### src/line_out_pkg.sv
// Package with the line output control register map, layouts and timing.
package line_out_pkg;

  // ==========================================================================
  // Register map (printed offsets are word indices, byte address is 4x).
  localparam int ADDR_W = 12;
  localparam logic [ADDR_W-1:0] ENABLES_INDEX = 12'h05E;
  localparam logic [ADDR_W-1:0] STATUS_INDEX = 12'h05F;
  localparam logic [15:0] ENABLES_RESET = 16'h0000;
  localparam logic [15:0] STATUS_RESET = 16'h0000;

  // ==========================================================================
  // Field positions inside the stage enable register.
  localparam int LEFT_SHORT_BIT = 7;
  localparam int LEFT_OUTPUT_BIT = 6;
  localparam int LEFT_MIDDLE_BIT = 5;
  localparam int LEFT_INPUT_BIT = 4;
  localparam int RIGHT_SHORT_BIT = 3;
  localparam int RIGHT_OUTPUT_BIT = 2;
  localparam int RIGHT_MIDDLE_BIT = 1;
  localparam int RIGHT_INPUT_BIT = 0;

  // ==========================================================================
  // Bus answers.
  localparam logic [1:0] RESP_OKAY = 2'h0;
  localparam logic [1:0] RESP_SLVERR = 2'h2;

  // ==========================================================================
  // Settle time between input stage and intermediate stage.
  localparam int SETTLE_TIME_NS = 20000;
  localparam int CLK_PERIOD_NS = 5;
  localparam int SETTLE_W = 12;
  localparam int SETTLE_CYCLES_INT =
    (SETTLE_TIME_NS + CLK_PERIOD_NS - 1) / CLK_PERIOD_NS;
  localparam logic [SETTLE_W-1:0] SETTLE_CYCLES =
    SETTLE_W'(SETTLE_CYCLES_INT);

  // ==========================================================================
  // Carriers; bit order matches the register layout.
  typedef struct packed {
    logic short_release;
    logic output_on;
    logic middle_on;
    logic input_on;
  } line_chan_s;

  typedef struct packed {
    line_chan_s left;
    line_chan_s right;
  } line_ctrl_s;

  typedef struct packed {
    logic settled;
    logic early_middle;
    logic early_output;
    logic early_release;
  } order_flags_s;

endpackage

### src/line_order_watch.sv
// Per-channel watcher of the line output power-up ordering.
module line_order_watch
(
  // Clock, reset and enable.
  input wire logic aclk,
  input wire logic aresetn,
  input wire logic ce,
  // Stored stage bits and write-one-to-clear mask.
  input wire line_out_pkg::line_chan_s chan,
  input wire line_out_pkg::order_flags_s clr,
  // Observed ordering state.
  output line_out_pkg::order_flags_s flags_ff
);
  import line_out_pkg::*;

  logic [SETTLE_W-1:0] count_ff;
  logic [SETTLE_W-1:0] nxt_count;
  line_chan_s prev_ff;
  line_chan_s nxt_prev;
  order_flags_s nxt_flags;

  // ==========================================================================
  // Settle counter and sticky flags; a new event wins over a clear.
  always_comb
  begin
    nxt_prev = chan;
    nxt_count = count_ff;
    if (!chan.input_on)
      nxt_count = '0;
    else if (count_ff != SETTLE_CYCLES)
      nxt_count = count_ff + 1'b1;
    nxt_flags = flags_ff & ~clr;
    nxt_flags.settled = (nxt_count == SETTLE_CYCLES);
    // Middle stage raised before the input stage has settled.
    if (chan.middle_on && !prev_ff.middle_on && !flags_ff.settled)
      nxt_flags.early_middle = 1'b1;
    // Output stage raised without the middle stage on.
    if (chan.output_on && !prev_ff.output_on && !chan.middle_on)
      nxt_flags.early_output = 1'b1;
    // Short released before the output stage is on.
    if (chan.short_release && !prev_ff.short_release && !chan.output_on)
      nxt_flags.early_release = 1'b1;
  end

  // Registers only; ce freezes everything except the synchronous reset.
  always_ff @(posedge aclk)
  begin
    if (!aresetn)
    begin
      count_ff <= '0;
      prev_ff <= '0;
      flags_ff <= '0;
    end
    else if (ce)
    begin
      count_ff <= nxt_count;
      prev_ff <= nxt_prev;
      flags_ff <= nxt_flags;
    end
  end

  // ==========================================================================
  // Checks.
  early_middle_a: assert property (@(posedge aclk) disable iff (!aresetn)
    ce && chan.middle_on && !prev_ff.middle_on && !flags_ff.settled
    |=> flags_ff.early_middle)
    else $error("early middle stage not flagged");

  settle_count_a: assert property (@(posedge aclk) disable iff (!aresetn)
    $rose(flags_ff.settled) |-> count_ff == SETTLE_CYCLES &&
      $past(chan.input_on))
    else $error("settle reported at wrong count");

endmodule // line_order_watch

### src/line_output_enable_control.sv
// Line output stage enable register bank with an AXI4-Lite slave.
//
// Local design decision: register access over AXI4-Lite.

module line_output_enable_control
(
  // Clock, reset and enable.
  input wire logic aclk,
  input wire logic aresetn,
  input wire logic ce,
  // Write address channel.
  input wire logic awvalid,
  output logic awready,
  input wire logic [line_out_pkg::ADDR_W-1:0] awaddr,
  // Write data channel.
  input wire logic wvalid,
  output logic wready,
  input wire logic [31:0] wdata,
  input wire logic [3:0] wstrb,
  // Write response channel.
  output logic bvalid,
  input wire logic bready,
  output logic [1:0] bresp,
  // Read address channel.
  input wire logic arvalid,
  output logic arready,
  input wire logic [line_out_pkg::ADDR_W-1:0] araddr,
  // Read data channel.
  output logic rvalid,
  input wire logic rready,
  output logic [31:0] rdata,
  output logic [1:0] rresp,
  // Stage controls toward the analogue line outputs.
  output line_out_pkg::line_ctrl_s line_ctrl_ff
);
  import line_out_pkg::*;

  // ==========================================================================
  // Address decode shared by the write and read paths.
  function automatic logic addr_hit(input logic [ADDR_W-1:0] addr,
                                    input logic [ADDR_W-1:0] index);
    addr_hit = (addr[ADDR_W-1:2] == index[ADDR_W-3:0]);
  endfunction

  // Write path state.
  logic aw_held_ff;
  logic nxt_aw_held;
  logic [ADDR_W-1:0] aw_addr_ff;
  logic [ADDR_W-1:0] nxt_aw_addr;
  logic w_held_ff;
  logic nxt_w_held;
  logic [31:0] w_data_ff;
  logic [31:0] nxt_w_data;
  logic [3:0] w_strb_ff;
  logic [3:0] nxt_w_strb;
  logic awready_ff;
  logic nxt_awready;
  logic wready_ff;
  logic nxt_wready;
  logic bvalid_ff;
  logic nxt_bvalid;
  logic [1:0] bresp_ff;
  logic [1:0] nxt_bresp;
  logic do_write;
  logic wr_enables;
  logic wr_status;

  // Read path state.
  logic arready_ff;
  logic nxt_arready;
  logic rvalid_ff;
  logic nxt_rvalid;
  logic [31:0] rdata_ff;
  logic [31:0] nxt_rdata;
  logic [1:0] rresp_ff;
  logic [1:0] nxt_rresp;

  // Register contents and ordering status.
  line_ctrl_s nxt_line_ctrl;
  order_flags_s left_flags;
  order_flags_s right_flags;
  order_flags_s left_clr;
  order_flags_s right_clr;

  assign awready = awready_ff;
  assign wready = wready_ff;
  assign bvalid = bvalid_ff;
  assign bresp = bresp_ff;
  assign arready = arready_ff;
  assign rvalid = rvalid_ff;
  assign rdata = rdata_ff;
  assign rresp = rresp_ff;

  // A write commits once both halves are held and no response is pending.
  assign do_write = aw_held_ff && w_held_ff && !bvalid_ff;
  assign wr_enables = do_write && addr_hit(aw_addr_ff, ENABLES_INDEX);
  assign wr_status = do_write && addr_hit(aw_addr_ff, STATUS_INDEX);

  // ==========================================================================
  // Write channels: address and data are taken in either order.
  always_comb
  begin
    nxt_aw_held = aw_held_ff;
    nxt_aw_addr = aw_addr_ff;
    nxt_w_held = w_held_ff;
    nxt_w_data = w_data_ff;
    nxt_w_strb = w_strb_ff;
    nxt_bvalid = bvalid_ff;
    nxt_bresp = bresp_ff;
    if (awvalid && awready_ff)
    begin
      nxt_aw_held = 1'b1;
      nxt_aw_addr = awaddr;
    end
    if (wvalid && wready_ff)
    begin
      nxt_w_held = 1'b1;
      nxt_w_data = wdata;
      nxt_w_strb = wstrb;
    end
    if (do_write)
    begin
      nxt_aw_held = 1'b0;
      nxt_w_held = 1'b0;
      nxt_bvalid = 1'b1;
      if (wr_enables || wr_status)
        nxt_bresp = RESP_OKAY;
      else
        nxt_bresp = RESP_SLVERR;
    end
    else if (bvalid_ff && bready)
      nxt_bvalid = 1'b0;
    // Ready is registered, so it is computed from the next held state.
    nxt_awready = !nxt_aw_held && !nxt_bvalid;
    nxt_wready = !nxt_w_held && !nxt_bvalid;
  end

  always_ff @(posedge aclk)
  begin
    if (!aresetn)
    begin
      aw_held_ff <= 1'b0;
      aw_addr_ff <= '0;
      w_held_ff <= 1'b0;
      w_data_ff <= '0;
      w_strb_ff <= '0;
      awready_ff <= 1'b0;
      wready_ff <= 1'b0;
      bvalid_ff <= 1'b0;
      bresp_ff <= RESP_OKAY;
    end
    else if (ce)
    begin
      aw_held_ff <= nxt_aw_held;
      aw_addr_ff <= nxt_aw_addr;
      w_held_ff <= nxt_w_held;
      w_data_ff <= nxt_w_data;
      w_strb_ff <= nxt_w_strb;
      awready_ff <= nxt_awready;
      wready_ff <= nxt_wready;
      bvalid_ff <= nxt_bvalid;
      bresp_ff <= nxt_bresp;
    end
  end

  // ==========================================================================
  // Stage enable register; bits 15:8 are reserved, so only lane 0 matters.
  always_comb
  begin
    nxt_line_ctrl = line_ctrl_ff;
    if (wr_enables && w_strb_ff[0])
      nxt_line_ctrl = line_ctrl_s'(w_data_ff[7:0]);
  end

  // The ports are these flip-flops, so a write shows one edge later.
  always_ff @(posedge aclk)
  begin
    if (!aresetn)
      line_ctrl_ff <= line_ctrl_s'(ENABLES_RESET[7:0]);
    else if (ce)
      line_ctrl_ff <= nxt_line_ctrl;
  end

  // Status flags are write-one-to-clear; the settled bits ignore writes.
  always_comb
  begin
    left_clr = '0;
    right_clr = '0;
    if (wr_status && w_strb_ff[0])
    begin
      left_clr = order_flags_s'(w_data_ff[7:4]);
      right_clr = order_flags_s'(w_data_ff[3:0]);
    end
  end

  // One watcher per channel tracks settle time and ordering slips.
  line_order_watch u_left_watch (
    .aclk(aclk),
    .aresetn(aresetn),
    .ce(ce),
    .chan(line_ctrl_ff.left),
    .clr(left_clr),
    .flags_ff(left_flags)
  );

  line_order_watch u_right_watch (
    .aclk(aclk),
    .aresetn(aresetn),
    .ce(ce),
    .chan(line_ctrl_ff.right),
    .clr(right_clr),
    .flags_ff(right_flags)
  );

  // ==========================================================================
  // Read channel: one outstanding read, answered the edge after it is taken.
  always_comb
  begin
    nxt_arready = arready_ff;
    nxt_rvalid = rvalid_ff;
    nxt_rdata = rdata_ff;
    nxt_rresp = rresp_ff;
    if (arvalid && arready_ff)
    begin
      nxt_arready = 1'b0;
      nxt_rvalid = 1'b1;
      nxt_rresp = RESP_OKAY;
      if (addr_hit(araddr, ENABLES_INDEX))
        nxt_rdata = {24'h000000, line_ctrl_ff};
      else if (addr_hit(araddr, STATUS_INDEX))
        nxt_rdata = {24'h000000, left_flags, right_flags};
      else
      begin
        nxt_rdata = 32'h00000000;
        nxt_rresp = RESP_SLVERR;
      end
    end
    else if (rvalid_ff && rready)
    begin
      nxt_rvalid = 1'b0;
      nxt_arready = 1'b1;
    end
    else if (!rvalid_ff)
      nxt_arready = 1'b1;
  end

  always_ff @(posedge aclk)
  begin
    if (!aresetn)
    begin
      arready_ff <= 1'b0;
      rvalid_ff <= 1'b0;
      rdata_ff <= '0;
      rresp_ff <= RESP_OKAY;
    end
    else if (ce)
    begin
      arready_ff <= nxt_arready;
      rvalid_ff <= nxt_rvalid;
      rdata_ff <= nxt_rdata;
      rresp_ff <= nxt_rresp;
    end
  end

  // ==========================================================================
  // Checks: a committed lane-0 write lands in the named bit one edge later.
  property wr_bit(int b);
    @(posedge aclk) disable iff (!aresetn)
    ce && wr_enables && w_strb_ff[0]
    |=> line_ctrl_ff[b] == $past(w_data_ff[b]);
  endproperty

  left_short_a: assert property (wr_bit(LEFT_SHORT_BIT))
    else $error("left short release not stored");
  left_output_a: assert property (wr_bit(LEFT_OUTPUT_BIT))
    else $error("left output stage bit not stored");
  left_middle_a: assert property (wr_bit(LEFT_MIDDLE_BIT))
    else $error("left middle stage bit not stored");
  left_input_a: assert property (wr_bit(LEFT_INPUT_BIT))
    else $error("left input stage bit not stored");
  right_short_a: assert property (wr_bit(RIGHT_SHORT_BIT))
    else $error("right short release not stored");
  right_output_a: assert property (wr_bit(RIGHT_OUTPUT_BIT))
    else $error("right output stage bit not stored");
  right_middle_a: assert property (wr_bit(RIGHT_MIDDLE_BIT))
    else $error("right middle stage bit not stored");
  right_input_a: assert property (wr_bit(RIGHT_INPUT_BIT))
    else $error("right input stage bit not stored");

  // Controls move only because of a register write or reset.
  ctrl_only_written_a: assert property (@(posedge aclk)
    disable iff (!aresetn)
    !$stable(line_ctrl_ff) && !$past(!aresetn)
    |-> $past(wr_enables && ce))
    else $error("control changed without a write");

  // Reset leaves every stage off and both outputs shorted.
  ctrl_reset_a: assert property (@(posedge aclk)
    !aresetn |=> line_ctrl_ff == '0)
    else $error("controls not zero after reset");

  // A read of the enable register returns the live controls.
  read_back_a: assert property (@(posedge aclk) disable iff (!aresetn)
    ce && arvalid && arready_ff && addr_hit(araddr, ENABLES_INDEX)
    |=> rvalid_ff && rdata_ff == {24'h000000, $past(line_ctrl_ff)})
    else $error("enable read back wrong");

  // The write response follows the commit within one edge.
  write_resp_a: assert property (@(posedge aclk) disable iff (!aresetn)
    ce && do_write |=> bvalid_ff ##0 (bresp_ff == RESP_OKAY) ==
      $past(wr_enables || wr_status))
    else $error("write response wrong");

  // Main scenarios.
  left_powered_c: cover property (@(posedge aclk) disable iff (!aresetn)
    line_ctrl_ff.left == 4'hF);
  right_powered_c: cover property (@(posedge aclk) disable iff (!aresetn)
    line_ctrl_ff.right == 4'hF);
  bad_addr_c: cover property (@(posedge aclk) disable iff (!aresetn)
    bvalid_ff && bresp_ff == RESP_SLVERR);

endmodule // line_output_enable_control

### config.mk
export PLATFORM = sky130hd
export DESIGN_NAME = line_output_enable_control
export DESIGN_NICKNAME = d
export VERILOG_FILES = /design/src/line_out_pkg.sv /design/src/line_order_watch.sv /design/src/line_output_enable_control.sv
export SDC_FILE = /design/constraint.sdc
export NUM_CORES = 1
export LEC_CHECK = 0
export ABC_AREA = 1
export BUFFER_PORTS_ARGS = -buffer_cell sky130_fd_sc_hd__buf_2
export CAP_MARGIN = 10
export CORE_UTILIZATION = 45
export CTS_CLUSTER_SIZE = 28
export DETAILED_ROUTE_END_ITERATION = 12
export HOLD_SLACK_MARGIN = 0.03
export PLACE_DENSITY = 0.73
export SETUP_SLACK_MARGIN = 0.05
export SKIP_CTS_REPAIR_TIMING = 1
export SYNTH_ARGS = -nofsm -noshare
export SYNTH_HDL_FRONTEND = slang
export SYNTH_SLANG_ARGS = --single-unit
export TNS_END_PERCENT = 1
### constraint.sdc
create_clock -name aclk -period 1.4 [get_ports aclk]
set_clock_uncertainty 0.05 [all_clocks]
set_input_delay 0.28 -clock aclk [delete_from_list [all_inputs] [get_ports aclk]]
set_output_delay 0.28 -clock aclk [all_outputs]
set_load 0.01 [all_outputs]
# Word-level counts from Yosys, hierarchy flattened

Cells that the tools add are included.
Widths: inputs -> output; s select.

Add/subtract/negate cells: 2
Equality and inequality tests: 9
Mux-type cells: 28
Bitwise logic cells: 4
Reduce and logical (&&, ||, !) cells: 50

Operators by type and width:

| operator              | number |
|---|---|
| $mux 12               | 4 |
| $eq 10x7->1 const B   | 4 |
| $logic_and 1x1->1     | 25 |
| $add 12x1->12 const B | 2 |
| $eq 12x12->1 const B  | 2 |
| $ne 12x12->1 const B  | 2 |
| $mux 1                | 17 |
| $logic_not 1->1       | 16 |
| $mux 8                | 2 |
| $reduce_and 2->1      | 7 |
| $and 3x3->3           | 2 |
| $mux 2                | 3 |
| $mux 3                | 2 |
| $not 3->3             | 2 |
| $ne 3x1->1 const B    | 1 |
| $reduce_bool 2->1     | 1 |
| $logic_or 1x1->1      | 1 |

Register bits after elaboration: 110
Input port bits: 68
Output and inout bits: 49
Logic and storage cells: 130

# Depth between registers and ports, before layout

Gate-level depths: netlist of run 1.

Depth in word-level cells: 8
Depth in mapped cells: 12
Gate-level depth less buffers: 12

# Modules after synthesis

A second synthesis of run 1 with hierarchy kept.

Cell total of the unflattened synthesis: 632
Area total of the unflattened synthesis: 4,364.2 sq um

Modules (own cells, without submodules):

| module                     | times used | cells each | area each (sq um) | sequential area each (sq um) |
|---|---|---|---|---|
| line_order_watch           | 2          | 167        | 1,104.8           | 380.4 |
| line_output_enable_control | 1          | 298        | 2,154.6           | 880.8 |

# Worst setup path after synthesis of run 1

OpenSTA, ideal clock, no wires.

Path kind: flip-flop to flip-flop
Start point: reg u_left_watch.count_ff[0]
End point: reg u_left_watch.flags_ff[3] (netlist name)
Library setup time: 0.067 ns
Data arrival time: 1.358 ns
Required time: 1.283 ns
Path slack: -0.076 ns
Stages on the path, launching flop included: 12
Path buffers: 0
Period minus slack after synthesis: 1.476 ns
Cell sequence: dfxtp_1 -> ha_1 -> nand2_2 -> nor2_4 -> inv_1 -> nor2_1 -> nor2_1 -> nor2_2 -> nand2_1 -> nor2_2 -> nand3_2 -> a21oi_2

Cells in the longest elaborated chain, start to end: 4
Elaborated cells between the ends (all ways): 5
Classes of those cells: add/sub: 1; eq/ne: 2; mux: 2

RTL lines:

| item                                                 | RTL line                                       | RTL |
|---|---|---|
| start: declaration                                   | line_order_watch.sv:16                         | `logic [SETTLE_W-1:0] count_ff;` |
| start signal: assignment                             | line_order_watch.sv:56                         | `count_ff <= nxt_count;` |
| $add 12x1->12 / $ne 12x12->1 (equally long branches) | line_order_watch.sv:31, line_order_watch.sv:30 |  |
| $mux 12 (*)                                          | line_order_watch.sv:30                         | `else if (count_ff != SETTLE_CYCLES)` |
| $mux 12 (*)                                          | line_order_watch.sv:28                         | `if (!chan.input_on)` |
| $eq 12x12->1 (*)                                     | line_order_watch.sv:33                         | `nxt_flags.settled = (nxt_count == SETTLE_CYCLES);` |
| end signal: assignment                               | line_order_watch.sv:58                         | `flags_ff <= nxt_flags;` |
| end: declaration                                     | line_order_watch.sv:12                         | `output line_out_pkg::order_flags_s flags_ff` |

Every way passes the cells marked *; elsewhere a longest branch is shown, timed or not.
A chain may end at the register's enable or synchronous reset.

# Worst setup path after layout of run 1

Start point: reg u_right_watch.count_ff[1]
End point: reg u_right_watch.flags_ff[3] (netlist name)

Cells in the longest elaborated chain, start to end: 4
Elaborated cells between the ends (all ways): 5
Classes of those cells: add/sub: 1; eq/ne: 2; mux: 2

RTL lines:

| item                                                 | RTL line |
|---|---|
| start: declaration                                   | line_order_watch.sv:16 |
| start signal: assignment                             | line_order_watch.sv:56 |
| $add 12x1->12 / $ne 12x12->1 (equally long branches) | line_order_watch.sv:31, line_order_watch.sv:30 |
| $mux 12 (*)                                          | line_order_watch.sv:30 |
| $mux 12 (*)                                          | line_order_watch.sv:28 |
| $eq 12x12->1 (*)                                     | line_order_watch.sv:33 |
| end signal: assignment                               | line_order_watch.sv:58 |
| end: declaration                                     | line_order_watch.sv:12 |

Marked as above.

==> Implementation_results.wiki, run 1 <==
{| class="wikitable"
! Metric !! Value
|-
| Yosys reg bits || between 80 and 90
|-
| Worst-case setup slack after placement || -211 ps
|-
| Clock group share of total power || 40.0%
|-
| Number of design-rule violations left by the first detailed-router iteration || about 240
|-
| Num Clock Sinks || 82
|-
| Unrepaired setup endpoints after global routing || true
|-
| Number of cells produced by synthesis || around 600
|-
| Fraction of registers with async set or reset after synthesis || 0%
|-
| Number of distinct library cells after synthesis || 31
|-
| Number of standard cells in the final layout excluding fillers || ~810
|-
| Maxcap violations || 0
|-
| Number of buffer and inverter instances along the worst setup path || 1
|-
| Maximum number of pins on one net before global-route repair || 27
|-
| WS Path Type || flip-flop to flip-flop
|-
| Via count || approximately 4.2k
|-
| Net Sw Power || roughly 1.2 mW
|-
| CTS tree || built
|-
| Power per unit of standard cell area || 923 nW/um^2
|-
| IO buf count || 59
|-
| CP max FO || 4
|-
| Critical Path Slowest Stage Cell || dfxtp_4
|-
| CP most frequent cell || nand3_1
|-
| Fillers || around 800
|-
| Std-Cell Rows || 34
|-
| Die Span Y || between 90 and 100 microns
|-
| Routed wire length per instance || about 13 microns
|-
| Clock latency of the later-clocked register in the worst-skew pair || around 360 ps
|-
| Final hold violation count || 0
|-
| Overall Global Routing Usage || between 20% and 30%
|-
| Worst vdd ir || ~1000 uV
|-
| Post-route worst setup slack || -315 ps
|-
| Top FF cell, synth || dfxtp_1
|-
| Remaining global-route overflow || 0
|-
| Mean instance size in the synthesized netlist || 7.02 sq um
|-
| Class of the tightest hold or removal check || primary input to flip-flop
|-
| Deepest clock path buffer count || 2
|-
| Number of antenna violations at the first check in global routing || 0
|-
| Top cell family by delay on the critical path || simple AND/OR/NAND/NOR gates
|-
| Placed cell count || about 800
|-
| Ratio of cells with drive above 1 in the final layout || ~30%
|-
| Static leakage || roughly 2.2 nW
|-
| Most area-hungry cell type in the Yosys netlist || dfxtp_1
|-
| Hold_sp || awaddr[9]
|-
| Final standard cell area without fillers || ~5300 sq um
|-
| Post-place instance area || between 4000 and 5000 sq um
|-
| First-pass GRT wire length || 17,900 microns
|-
| Final Slew Violations || 0
|-
| Core Util, Final || about three fifths
|-
| DIE AREA || a little under 10,000 sq um
|-
| Reg-to-reg setup timing slack || -310 ps
|-
| Via-to-Cell Ratio || between 5 and 6
|-
| Number of diodes added for antenna fixing || 0
|-
| Required time reported for the critical path endpoint || 1660 ps
|-
| Via count of the first global-routing pass || between 3k and 4k
|-
| Total Neg Setup Slack || -1240 ps
|-
| Worst EP arrival || around 2000 ps
|-
| Commonest cells in the synthesized netlist || nand2_1 (98), dfxtp_1 (82), a21oi_1 (76)
|-
| Int Power || about 3.7 mW
|-
| Count of flip-flops with a built-in enable after synthesis || 0
|-
| Violated checks || negative setup slack
|-
| Part of the power in combinational logic || about 10%
|-
| Final net count || about 770
|-
| Post-route worst hold slack || ~140 ps
|-
| Clock transition at the registers of the reported paths || 90 ps
|-
| Sequential Power Share || between 50 and 60%
|-
| Endpoints failing setup || 18
|-
| Type of element capturing the critical path || flip-flop
|-
| Count of antenna-violating nets left after detailed routing || 0
|-
| # H-tree levels || 3
|-
| Critical path's largest stage delay || 380 ps
|-
| Root buf cell || clkbuf_8
|-
| Warning count from the yosys run || 0
|-
| Netlist area before placement || between 4000 and 5000 sq um
|-
| Share of synthesized area occupied by flip-flops and latches || between 30 and 40%
|-
| Largest cells by area after synthesis || dfxtp_1 (39%), a21oi_1 (9.0%), nand2_1 (8.7%), o21ai_0 (7.4%), inv_1 (6.3%)
|-
| Area occupied by multi-input gates || 2260 sq um
|-
| Final cycle utilization of the critical path || 122%
|-
| Cell count of the worst hold path || 3
|-
| Core Area || slightly below 9000 sq um
|-
| Pre-Repair DR Iteration Count || 5
|-
| Layout Area Growth over Synthesis || 26.8%
|-
| Worst R2R Path Depth || 10
|-
| Status || complete, but fails checks
|-
| Endpoint of the worst-slack reg-to-reg timing path || u_right_watch.flags_ff[3]
|-
| Most used standard cell by instance count after synthesis || nand2_1
|-
| Routability Congestion || about 0.85
|-
| Share of the synthesized area in the top cell type || 39.0%
|-
| Total length of routed wires || roughly 11,000 microns
|-
| Achievable Freq || 0.583 GHz
|-
| Detailed Place HPWL || 7620 microns
|-
| Series of cell instances along the critical path || inv_4, ha_4, nand2_2, nor2_2, nand4_1, nand3_1, nand3_1, nor2_1, nand3_1, a21oi_1
|-
| I/O Pins || approximately 120
|-
| Reg-to-reg startpoint || u_right_watch.count_ff[1]
|-
| Destination of the worst hold path || aw_addr_ff[9]
|-
| Initial Util || 47.3%
|-
| Die Width || between 90 and 100 microns
|-
| Sort of element at the start of the critical path || flip-flop
|-
| Footprint of the flip-flops and latches || approximately 1700 sq um
|-
| Final Power || 4.92 mW
|-
| Remaining DRCs || 0
|-
| Switching part of the total || roughly 25%
|-
| Inserted Clock Buffers || 9
|-
| Final critical path time including I/O delays and setup || approximately 1700 ps
|}
[layer usage]
metal	vias up	routed length, microns	GRT usage (%)
met1	1963	4700	27.2
met3	20	426	3.62
met5	-	0	0
met2	135	5510	40.5
li1	2131	-	-
met4	0	211	8.04
[state kept, by name (all words and copies together), names as in the netlist, 3 cells and up]
name / count
u_left_watch.count_ff: 12
u_right_watch.count_ff: 12
aw_addr_ff: 10
line_ctrl_ff: 8
rdata: 8
w_data_ff: 8
u_left_watch.flags_ff: 4
u_right_watch.flags_ff: 4
u_left_watch.prev_ff: 3
u_right_watch.prev_ff: 3
[power groups by stage]
stage	Sequential, mW	Clock (mW)	Combinational [mW]
global route	2.48	2.07	0.545
CTS	2.47	1.98	0.457
detailed placement	2.52	0	0.455
finish	2.47	1.97	0.483
floorplan	2.52	0	0.322
global placement	2.52	0	0.440
[layout make-up]
class / count / share of cell area [%]
Multi-Input combinational cell: 414 / 42.3
Inverter: 78 / 5.58
Clock buffer: 11 / 2.84
Timing Repair Buffer: 116 / 13.9
Clock inverter: 4 / 1.38
Sequential cell: 82 / 31.5
Tap cell: 108 / 2.53
[cells by family (layout without fill, tap and decap cells)]
group,count (synthesis),count (layout),synth area share (%)
xor gates and xnor gates,1,1,0.208
and+or+nand+nor,225,225,25.4
adders and majority gates,4,4,1.19
other,1,26,0.0891
DFF,82,82,39.0
buffers and inverters,128,209,14.1
AOI/OAI and AO/OA,158,158,20.0
[worst max path at each step]
stage / startpoint / endpoint / slack (ps) / cells after the start
after floorplan: u_left_watch.count_ff[1] / u_left_watch.flags_ff[3] / 10 / 11
after global placement: u_right_watch.count_ff[0] / u_right_watch.flags_ff[3] / -160 / 12
after detailed placement: aw_addr_ff[11] / line_ctrl_ff[1] / -210 / 6
after CTS: aw_addr_ff[11] / line_ctrl_ff[1] / -230 / 6
after global routing: u_right_watch.count_ff[1] / u_right_watch.flags_ff[3] / -480 / 10
final: u_right_watch.count_ff[1] / u_right_watch.flags_ff[3] / -310 / 10
[worst register-to-register path: stages (launching register included)]
cell and delay (ps):
dfxtp_4 380, inv_4 80, ha_4 130, nand2_2 60, nor2_2 140, nand4_1 110
nand3_1 150, nand3_1 140, nor2_1 160, nand3_1 120, a21oi_1 140
[cell usage in the layout (no fill, tap or decap), types with 12 or more instances in the layout]
cell | netlist | layout
dfxtp_1 | 82 | 66
nand3_1 | 36 | 29
nor2_1 | 42 | 32
nor2_4 | 5 | 12
buf_4 | 27 | 56
nand2_1 | 98 | 92
a21oi_1 | 76 | 74
conb_1 | 1 | 26
nand4_1 | 16 | 16
buf_2 | 8 | 58
inv_1 | 71 | 68
o21ai_0 | 62 | 51
No activity file was read; power rests on OpenSTA's default activity.
==> inputs of run 2 (changes only) <==
--- a/config.mk
+++ b/config.mk
@@ -6,7 +6,7 @@
 export NUM_CORES = 1
 export LEC_CHECK = 0
 export ABC_AREA = 1
-export BUFFER_PORTS_ARGS = -buffer_cell sky130_fd_sc_hd__buf_2
+export BUFFER_PORTS_ARGS = -buffer_cell sky130_fd_sc_hd__buf_4
 export CAP_MARGIN = 10
 export CORE_UTILIZATION = 45
 export CTS_CLUSTER_SIZE = 28
==> Implementation_results.wiki, run 2 (same netlist as run 1, synthesis figures left out) <==
{| class="wikitable"
! Metric !! Value
|-
| Status || complete, but fails checks
|-
| Violated checks || negative setup slack
|-
| Number of design-rule violations left by the first detailed-router iteration || 181 (-25%)
|-
| Clock group share of total power || 38.9% (-1.1 points)
|-
| Endpoint of the worst-slack reg-to-reg timing path || u_left_watch.flags_ff[3]
|-
| Overall Global Routing Usage || 21.2% (-1.3 points)
|-
| Std-Cell Rows || 34 (unchanged)
|-
| Inserted Clock Buffers || 9 (unchanged)
|-
| Post-route worst setup slack || -280 ps (+34.7 ps)
|-
| Int Power || 3.64 mW (-1.2%)
|-
| Deepest clock path buffer count || 2 (unchanged)
|-
| Remaining global-route overflow || 0 (unchanged)
|-
| Count of antenna-violating nets left after detailed routing || 0 (unchanged)
|-
| Maximum number of pins on one net before global-route repair || 41 (+52%)
|-
| I/O Pins || 117 (unchanged)
|-
| Clock latency of the later-clocked register in the worst-skew pair || 360 ps (about the same)
|-
| Post-route worst hold slack || 140 ps (-1.57 ps)
|-
| Reg-to-reg setup timing slack || -280 ps (+30 ps)
|-
| Worst R2R Path Depth || 12 (+2)
|-
| Initial Util || 47.3% (unchanged)
|-
| Via count of the first global-routing pass || 3,874 (-2.8%)
|-
| Placed cell count || 792 (-0.50%)
|-
| Startpoint of the most critical setup path || u_left_watch.count_ff[0]
|-
| Routability Congestion || 0.858 (+1.6%)
|-
| Sort of element at the start of the critical path || flip-flop
|-
| Final cycle utilization of the critical path || 120% (-2.5 points)
|-
| Hold_sp || ce
|-
| Required time reported for the critical path endpoint || 1650 ps (about the same)
|-
| Root buf cell || clkbuf_8
|-
| Endpoints failing setup || 13 (-5)
|-
| Layout Area Growth over Synthesis || 28.7%
|-
| Post-place instance area || 5020 sq um (+2.4%)
|-
| Area occupied by multi-input gates || 2220 sq um (-1.8%)
|-
| Total length of routed wires || 10,200 microns (-6.4%)
|-
| Number of standard cells in the final layout excluding fillers || 811 (-0.25%)
|-
| Critical Path Slowest Stage Cell || dfxtp_4
|-
| Capture point of the critical path || u_left_watch.flags_ff[3]
|-
| Die Span Y || 98.7 microns (unchanged)
|-
| Registers with the highest flip-flop counts || u_left_watch.count_ff x12, u_right_watch.count_ff x12, aw_addr_ff x10
|-
| Series of cell instances along the critical path || inv_4, ha_1, nand2_1, nor2_2, nand3_2, nand2_2, nand2_1, nand3_2, nand2_1, inv_1, nand3_2, a21oi_2
|-
| Via-to-Cell Ratio || 5.13 (-1.9%)
|-
| Footprint of the flip-flops and latches || 1670 sq um (-0.52%)
|-
| Worst vdd ir || 633 uV (-38%)
|-
| WS Path Type || flip-flop to flip-flop
|-
| First-pass GRT wire length || 16,900 microns (-5.3%)
|-
| Clock transition at the registers of the reported paths || 90 ps (about the same)
|-
| Ratio of cells with drive above 1 in the final layout || 28.9% (-1.1 points)
|-
| Maxcap violations || 0 (unchanged)
|-
| Via count || 4,157 (-2.2%)
|-
| Net Sw Power || 1.24 mW (about the same)
|-
| CTS tree || built
|-
| Pre-Repair DR Iteration Count || 4 (-1)
|-
| # H-tree levels || 3 (unchanged)
|-
| Final hold violation count || 0 (unchanged)
|-
| Part of the power in combinational logic || 10.4% (+0.6 points)
|-
| Unrepaired setup endpoints after global routing || true
|-
| Fillers || 774 (-0.51%)
|-
| Final net count || 770 (-0.39%)
|-
| Total Neg Setup Slack || -1250 ps (-7.98 ps)
|-
| Remaining DRCs || 0 (unchanged)
|-
| Most common library cell in the layout ignoring fill and taps || buf_4
|-
| Core Area || 8890 sq um (unchanged)
|-
| Type of element capturing the critical path || flip-flop
|-
| Critical path's largest stage delay || 380 ps (about the same)
|-
| Switching part of the total || 25.4% (+0.23 points)
|-
| Achievable Freq || 0.595 GHz (+2.1%)
|-
| CP max FO || 5 (+1)
|-
| Routed wire length per instance || 12.5 microns (-6.1%)
|-
| Final Slew Violations || 0 (unchanged)
|-
| IO buf count || 59 (unchanged)
|-
| Final standard cell area without fillers || 5410 sq um (+1.5%)
|-
| DIE AREA || 9740 sq um (unchanged)
|-
| Core Util, Final || 60.9% (+0.89 points)
|-
| Die Width || 98.7 microns (unchanged)
|-
| Reg-to-reg startpoint || u_left_watch.count_ff[0]
|-
| Worst EP arrival || 1930 ps (-40 ps)
|-
| Sequential Power Share || 50.7% (+0.5 points)
|-
| Commonest cells after routing, fill and taps aside || buf_4 (108), nand2_1 (94), a21oi_1 (75)
|-
| Number of antenna violations at the first check in global routing || 0 (unchanged)
|-
| Detailed Place HPWL || 7140 microns (-6.2%)
|-
| Static leakage || 2.18 nW (+0.66%)
|-
| Class of the tightest hold or removal check || primary input to flip-flop
|-
| Number of diodes added for antenna fixing || 0 (unchanged)
|-
| Num Clock Sinks || 82 (unchanged)
|-
| Final critical path time including I/O delays and setup || 1680 ps (-34.7 ps)
|-
| Power per unit of standard cell area || 901 nW/um^2 (-2.4%)
|}
[run 2: changes by cell type in the layout (fill, tap and decap cells not counted), moves of 3 or more]
cell / previous run / this run
buf_4: 56 / 108
nor2_1: 32 / 29
dfxtp_1: 66 / 69
nor2_4: 12 / 7
nor2_2: 11 / 19
buf_2: 58 / 0
[run 2: cell type report]
cell class,count,share of cell area (%)
clock inverter,6,1.66
inverter,78,5.45
clock buffer,10,2.36
timing repair buffer,113,16.2
multi-input combinational,414,40.9
sequential,82,30.9
tap,108,2.50
[run 2: power groups by stage]
stage,sequential (mW),clock [mW],combinational (mW)
4_1_cts,2.47,1.94,0.490
3_3_place_gp,2.52,0,0.474
5_1_grt,2.48,2.05,0.573
3_5_place_dp,2.52,0,0.486
2_1_floorplan,2.52,0,0.322
6_report,2.47,1.90,0.507
[run 2: per-layer routing]
| metal | global-route usage [%] | vias to the layer above | share of wire, % |
|---|---|---|---|
| met5 | 0 | - | 0 |
| met4 | 5.86 | 0 | 1.6 |
| met3 | 3.62 | 15 | 4.2 |
| met2 | 38.1 | 113 | 48 |
| met1 | 26.1 | 1904 | 46 |
| li1 | - | 2125 | - |
[run 2: worst max-delay path, delay by kind of cell, from the launching register on]
family | cells | cell delay [ps]
and+or+nand+nor | 8 | 740
DFF | 1 | 380
adders and majority gates | 1 | 160
buffers and inverters | 2 | 140
AOI/OAI and AO/OA | 1 | 140
[run 2: per-stage QoR]
| step | total power, mW | setup slack, ps |
|---|---|---|
| final | 4.88 | -280 |
| after global routing | 5.10 | -368 |
| after CTS | 4.90 | -219 |
| after detailed placement | 3.01 | -191 |
| after global placement | 3.00 | -136 |
| after floorplan | 2.84 | 13.9 |
[run 2: worst min-delay path by stage]
stage | depth (start not counted) | to | slack, ps
floorplan | 2 | w_data_ff[3] | 370
global placement | 2 | w_data_ff[7] | 380
detailed placement | 2 | w_data_ff[7] | 390
CTS | 2 | awready | 130
global route | 2 | awready | 150
finish | 2 | awready | 140
==> inputs of run 3 (changes only) <==
--- a/config.mk
+++ b/config.mk
@@ -12,7 +12,7 @@
 export CTS_CLUSTER_SIZE = 28
 export DETAILED_ROUTE_END_ITERATION = 12
 export HOLD_SLACK_MARGIN = 0.03
-export PLACE_DENSITY = 0.73
+export PLACE_DENSITY = 0.7
 export SETUP_SLACK_MARGIN = 0.05
 export SKIP_CTS_REPAIR_TIMING = 1
 export SYNTH_ARGS = -nofsm -noshare
==> constraint.sdc (replaced) <==
create_clock -name aclk -period 2.1 [get_ports aclk]
set_clock_uncertainty 0.05 [all_clocks]
set_input_delay 0.42 -clock aclk [delete_from_list [all_inputs] [get_ports aclk]]
set_output_delay 0.42 -clock aclk [all_outputs]
set_load 0.01 [all_outputs]
==> Implementation_results.wiki, run 3 (same netlist as run 1, synthesis figures left out) <==
{| class="wikitable"
! Metric !! Value
|-
| Status || completed
|-
| Achievable Freq || 0.580 GHz (-2.6%)
|-
| IO buf count || 59 (unchanged)
|-
| # H-tree levels || 3 (unchanged)
|-
| Core Util, Final || 54.6% (-6.3 points)
|-
| DIE AREA || 9740 sq um (unchanged)
|-
| CTS tree || built
|-
| Routed wire length per instance || 12.3 microns (-1.7%)
|-
| Routability Congestion || 0.888 (+3.5%)
|-
| Maxcap violations || 0 (unchanged)
|-
| Number of design-rule violations left by the first detailed-router iteration || 166 (-8.3%)
|-
| Area occupied by multi-input gates || 2070 sq um (-6.7%)
|-
| Overall Global Routing Usage || 20.3% (-0.89 points)
|-
| Unrepaired setup endpoints after global routing || false
|-
| Final hold violation count || 0 (unchanged)
|-
| Sort of element at the start of the critical path || flip-flop
|-
| Number of antenna violations at the first check in global routing || 0 (unchanged)
|-
| Die Span Y || 98.7 microns (unchanged)
|-
| Final critical path time including I/O delays and setup || 1730 ps (+45.2 ps)
|-
| Detailed Place HPWL || 6660 microns (-6.7%)
|-
| Required time reported for the critical path endpoint || 2350 ps (+700 ps)
|-
| Type of element capturing the critical path || flip-flop
|-
| Hold_sp || awaddr[5]
|-
| CP most frequent cell || nand2_1
|-
| Worst vdd ir || 392 uV (-38%)
|-
| Power per unit of standard cell area || 642 nW/um^2 (-29%)
|-
| Clock transition at the registers of the reported paths || 100 ps (about the same)
|-
| Worst EP arrival || 1980 ps (+50 ps)
|-
| Destination of the worst hold path || aw_addr_ff[5]
|-
| Most common library cell in the layout ignoring fill and taps || nand2_1
|-
| Number of buffer and inverter instances along the worst setup path || 0 (-2)
|-
| Endpoints failing setup || 0 (-13)
|-
| Inserted Clock Buffers || 9 (unchanged)
|-
| Std-Cell Rows || 34 (unchanged)
|-
| Fillers || 868 (+12%)
|-
| Final net count || 726 (-5.7%)
|-
| Top cell family by delay on the critical path || simple AND/OR/NAND/NOR gates
|-
| Commonest cells after routing, fill and taps aside || nand2_1 (98), dfxtp_1 (82), a21oi_1 (76)
|-
| Reg-to-reg setup timing slack || 370 ps (+650 ps)
|-
| Clock latency of the later-clocked register in the worst-skew pair || 370 ps (about the same)
|-
| Initial Util || 47.3% (unchanged)
|-
| WS Path Type || flip-flop to flip-flop
|-
| Static leakage || 1.92 nW (-12%)
|-
| Registers with the highest flip-flop counts || u_left_watch.count_ff x12, u_right_watch.count_ff x12, aw_addr_ff x10
|-
| Num Clock Sinks || 82 (unchanged)
|-
| I/O Pins || 117 (unchanged)
|-
| Reg-to-reg startpoint || u_left_watch.count_ff[0]
|-
| Via count || 3,925 (-5.6%)
|-
| Remaining global-route overflow || 0 (unchanged)
|-
| First-pass GRT wire length || 16,200 microns (-4.1%)
|-
| Root buf cell || clkbuf_8
|-
| Via-to-Cell Ratio || 5.12 (-0.16%)
|-
| Post-route worst hold slack || 281 ps (+140 ps)
|-
| Die Width || 98.7 microns (unchanged)
|-
| Cell count of the worst hold path || 3 (+1)
|-
| Number of diodes added for antenna fixing || 0 (unchanged)
|-
| Via count of the first global-routing pass || 3,673 (-5.2%)
|-
| Pre-Repair DR Iteration Count || 4 (unchanged)
|-
| Final cycle utilization of the critical path || 82.2% (-38 points)
|-
| Critical path's largest stage delay || 430 ps (+50 ps)
|-
| Deepest clock path buffer count || 2 (unchanged)
|-
| Post-route worst setup slack || 375 ps (+655 ps)
|-
| Critical Path Slowest Stage Cell || dfxtp_1
|-
| Final Slew Violations || 0 (unchanged)
|-
| Endpoint of the worst-slack reg-to-reg timing path || u_left_watch.flags_ff[3]
|-
| Maximum number of pins on one net before global-route repair || 48 (+17%)
|-
| Layout Area Growth over Synthesis || 15.5%
|-
| Remaining DRCs || 0 (unchanged)
|-
| Series of cell instances along the critical path || ha_1, nand2_2, nor2_4, nand3_1, nand2_1, nand2_1, nor2_1, nand2_1, nor2_2, nand3_2, a21oi_2
|-
| Worst-case setup slack after placement || 418 ps (+610 ps)
|-
| Core Area || 8890 sq um (unchanged)
|-
| Final Power || 3.12 mW (-36%)
|-
| Total Neg Setup Slack || 0 ps (+1250 ps)
|-
| Ratio of cells with drive above 1 in the final layout || 17.6% (-11 points)
|-
| Count of antenna-violating nets left after detailed routing || 0 (unchanged)
|-
| Footprint of the flip-flops and latches || 1640 sq um (-1.7%)
|-
| Worst R2R Path Depth || 11 (-1)
|-
| Total length of routed wires || 9440 microns (-7.0%)
|-
| CP max FO || 5 (unchanged)
|-
| Class of the tightest hold or removal check || primary input to flip-flop
|}
-- run 3: cell count changes in the layout (fill, tap and decap cells not counted), sizes merged --
cell and change:
buf -44, inv +4, clkbuf -1, bufinv -2, clkinvlp -1
-- run 3: report_power, final --
part	internal (mW)	switching, mW
Sequential	1.61	0.0421
Combinational	0.121	0.176
Clock	0.479	0.694
Total	2.21	0.912
-- run 3: layer usage --
layer  wire (microns)  global-route usage (%)  up-vias
met5                0                       0        -
met3              372                    4.40       15
li1                 -                       -     2040
met4              133                    5.74        0
met1             4350                    24.6     1777
met2             4590                    36.2       93
-- run 3: metrics by stage --
stage | instances | cell area [sq um]
floorplan | 624 | 4300
global placement | 751 | 4650
detailed placement | 751 | 4650
CTS | 767 | 4860
global route | 767 | 4860
finish | 767 | 4860
-- run 3: layout make-up --
type | instances | area share, %
multi-input cells | 414 | 42.6
flip-flops and latches | 82 | 33.8
clock inverters | 7 | 1.62
inverters | 78 | 6.03
well taps | 108 | 2.78
repair buffers | 69 | 10.7
clock buffers | 9 | 2.55
-- run 3: worst max-delay path by stage --
stage	from	endpoint	slack, ps	cells after the start
floorplan	u_left_watch.count_ff[0]	u_left_watch.flags_ff[3]	620	11
global placement	u_left_watch.count_ff[0]	u_left_watch.flags_ff[3]	460	11
detailed placement	u_left_watch.count_ff[0]	u_left_watch.flags_ff[3]	420	11
CTS	line_ctrl_ff[0]	line_ctrl_ff[0]	360	2
global route	u_right_watch.count_ff[0]	u_right_watch.flags_ff[3]	130	11
finish	u_left_watch.count_ff[0]	u_left_watch.flags_ff[3]	370	11
-- run 3: worst register-to-register path: stages (launching register included) --
cell and delay (ps):
dfxtp_1 430, ha_1 230, nand2_2 100, nor2_4 140, nand3_1 90, nand2_1 70
nand2_1 60, nor2_1 120, nand2_1 80, nor2_2 90, nand3_2 90, a21oi_2 110
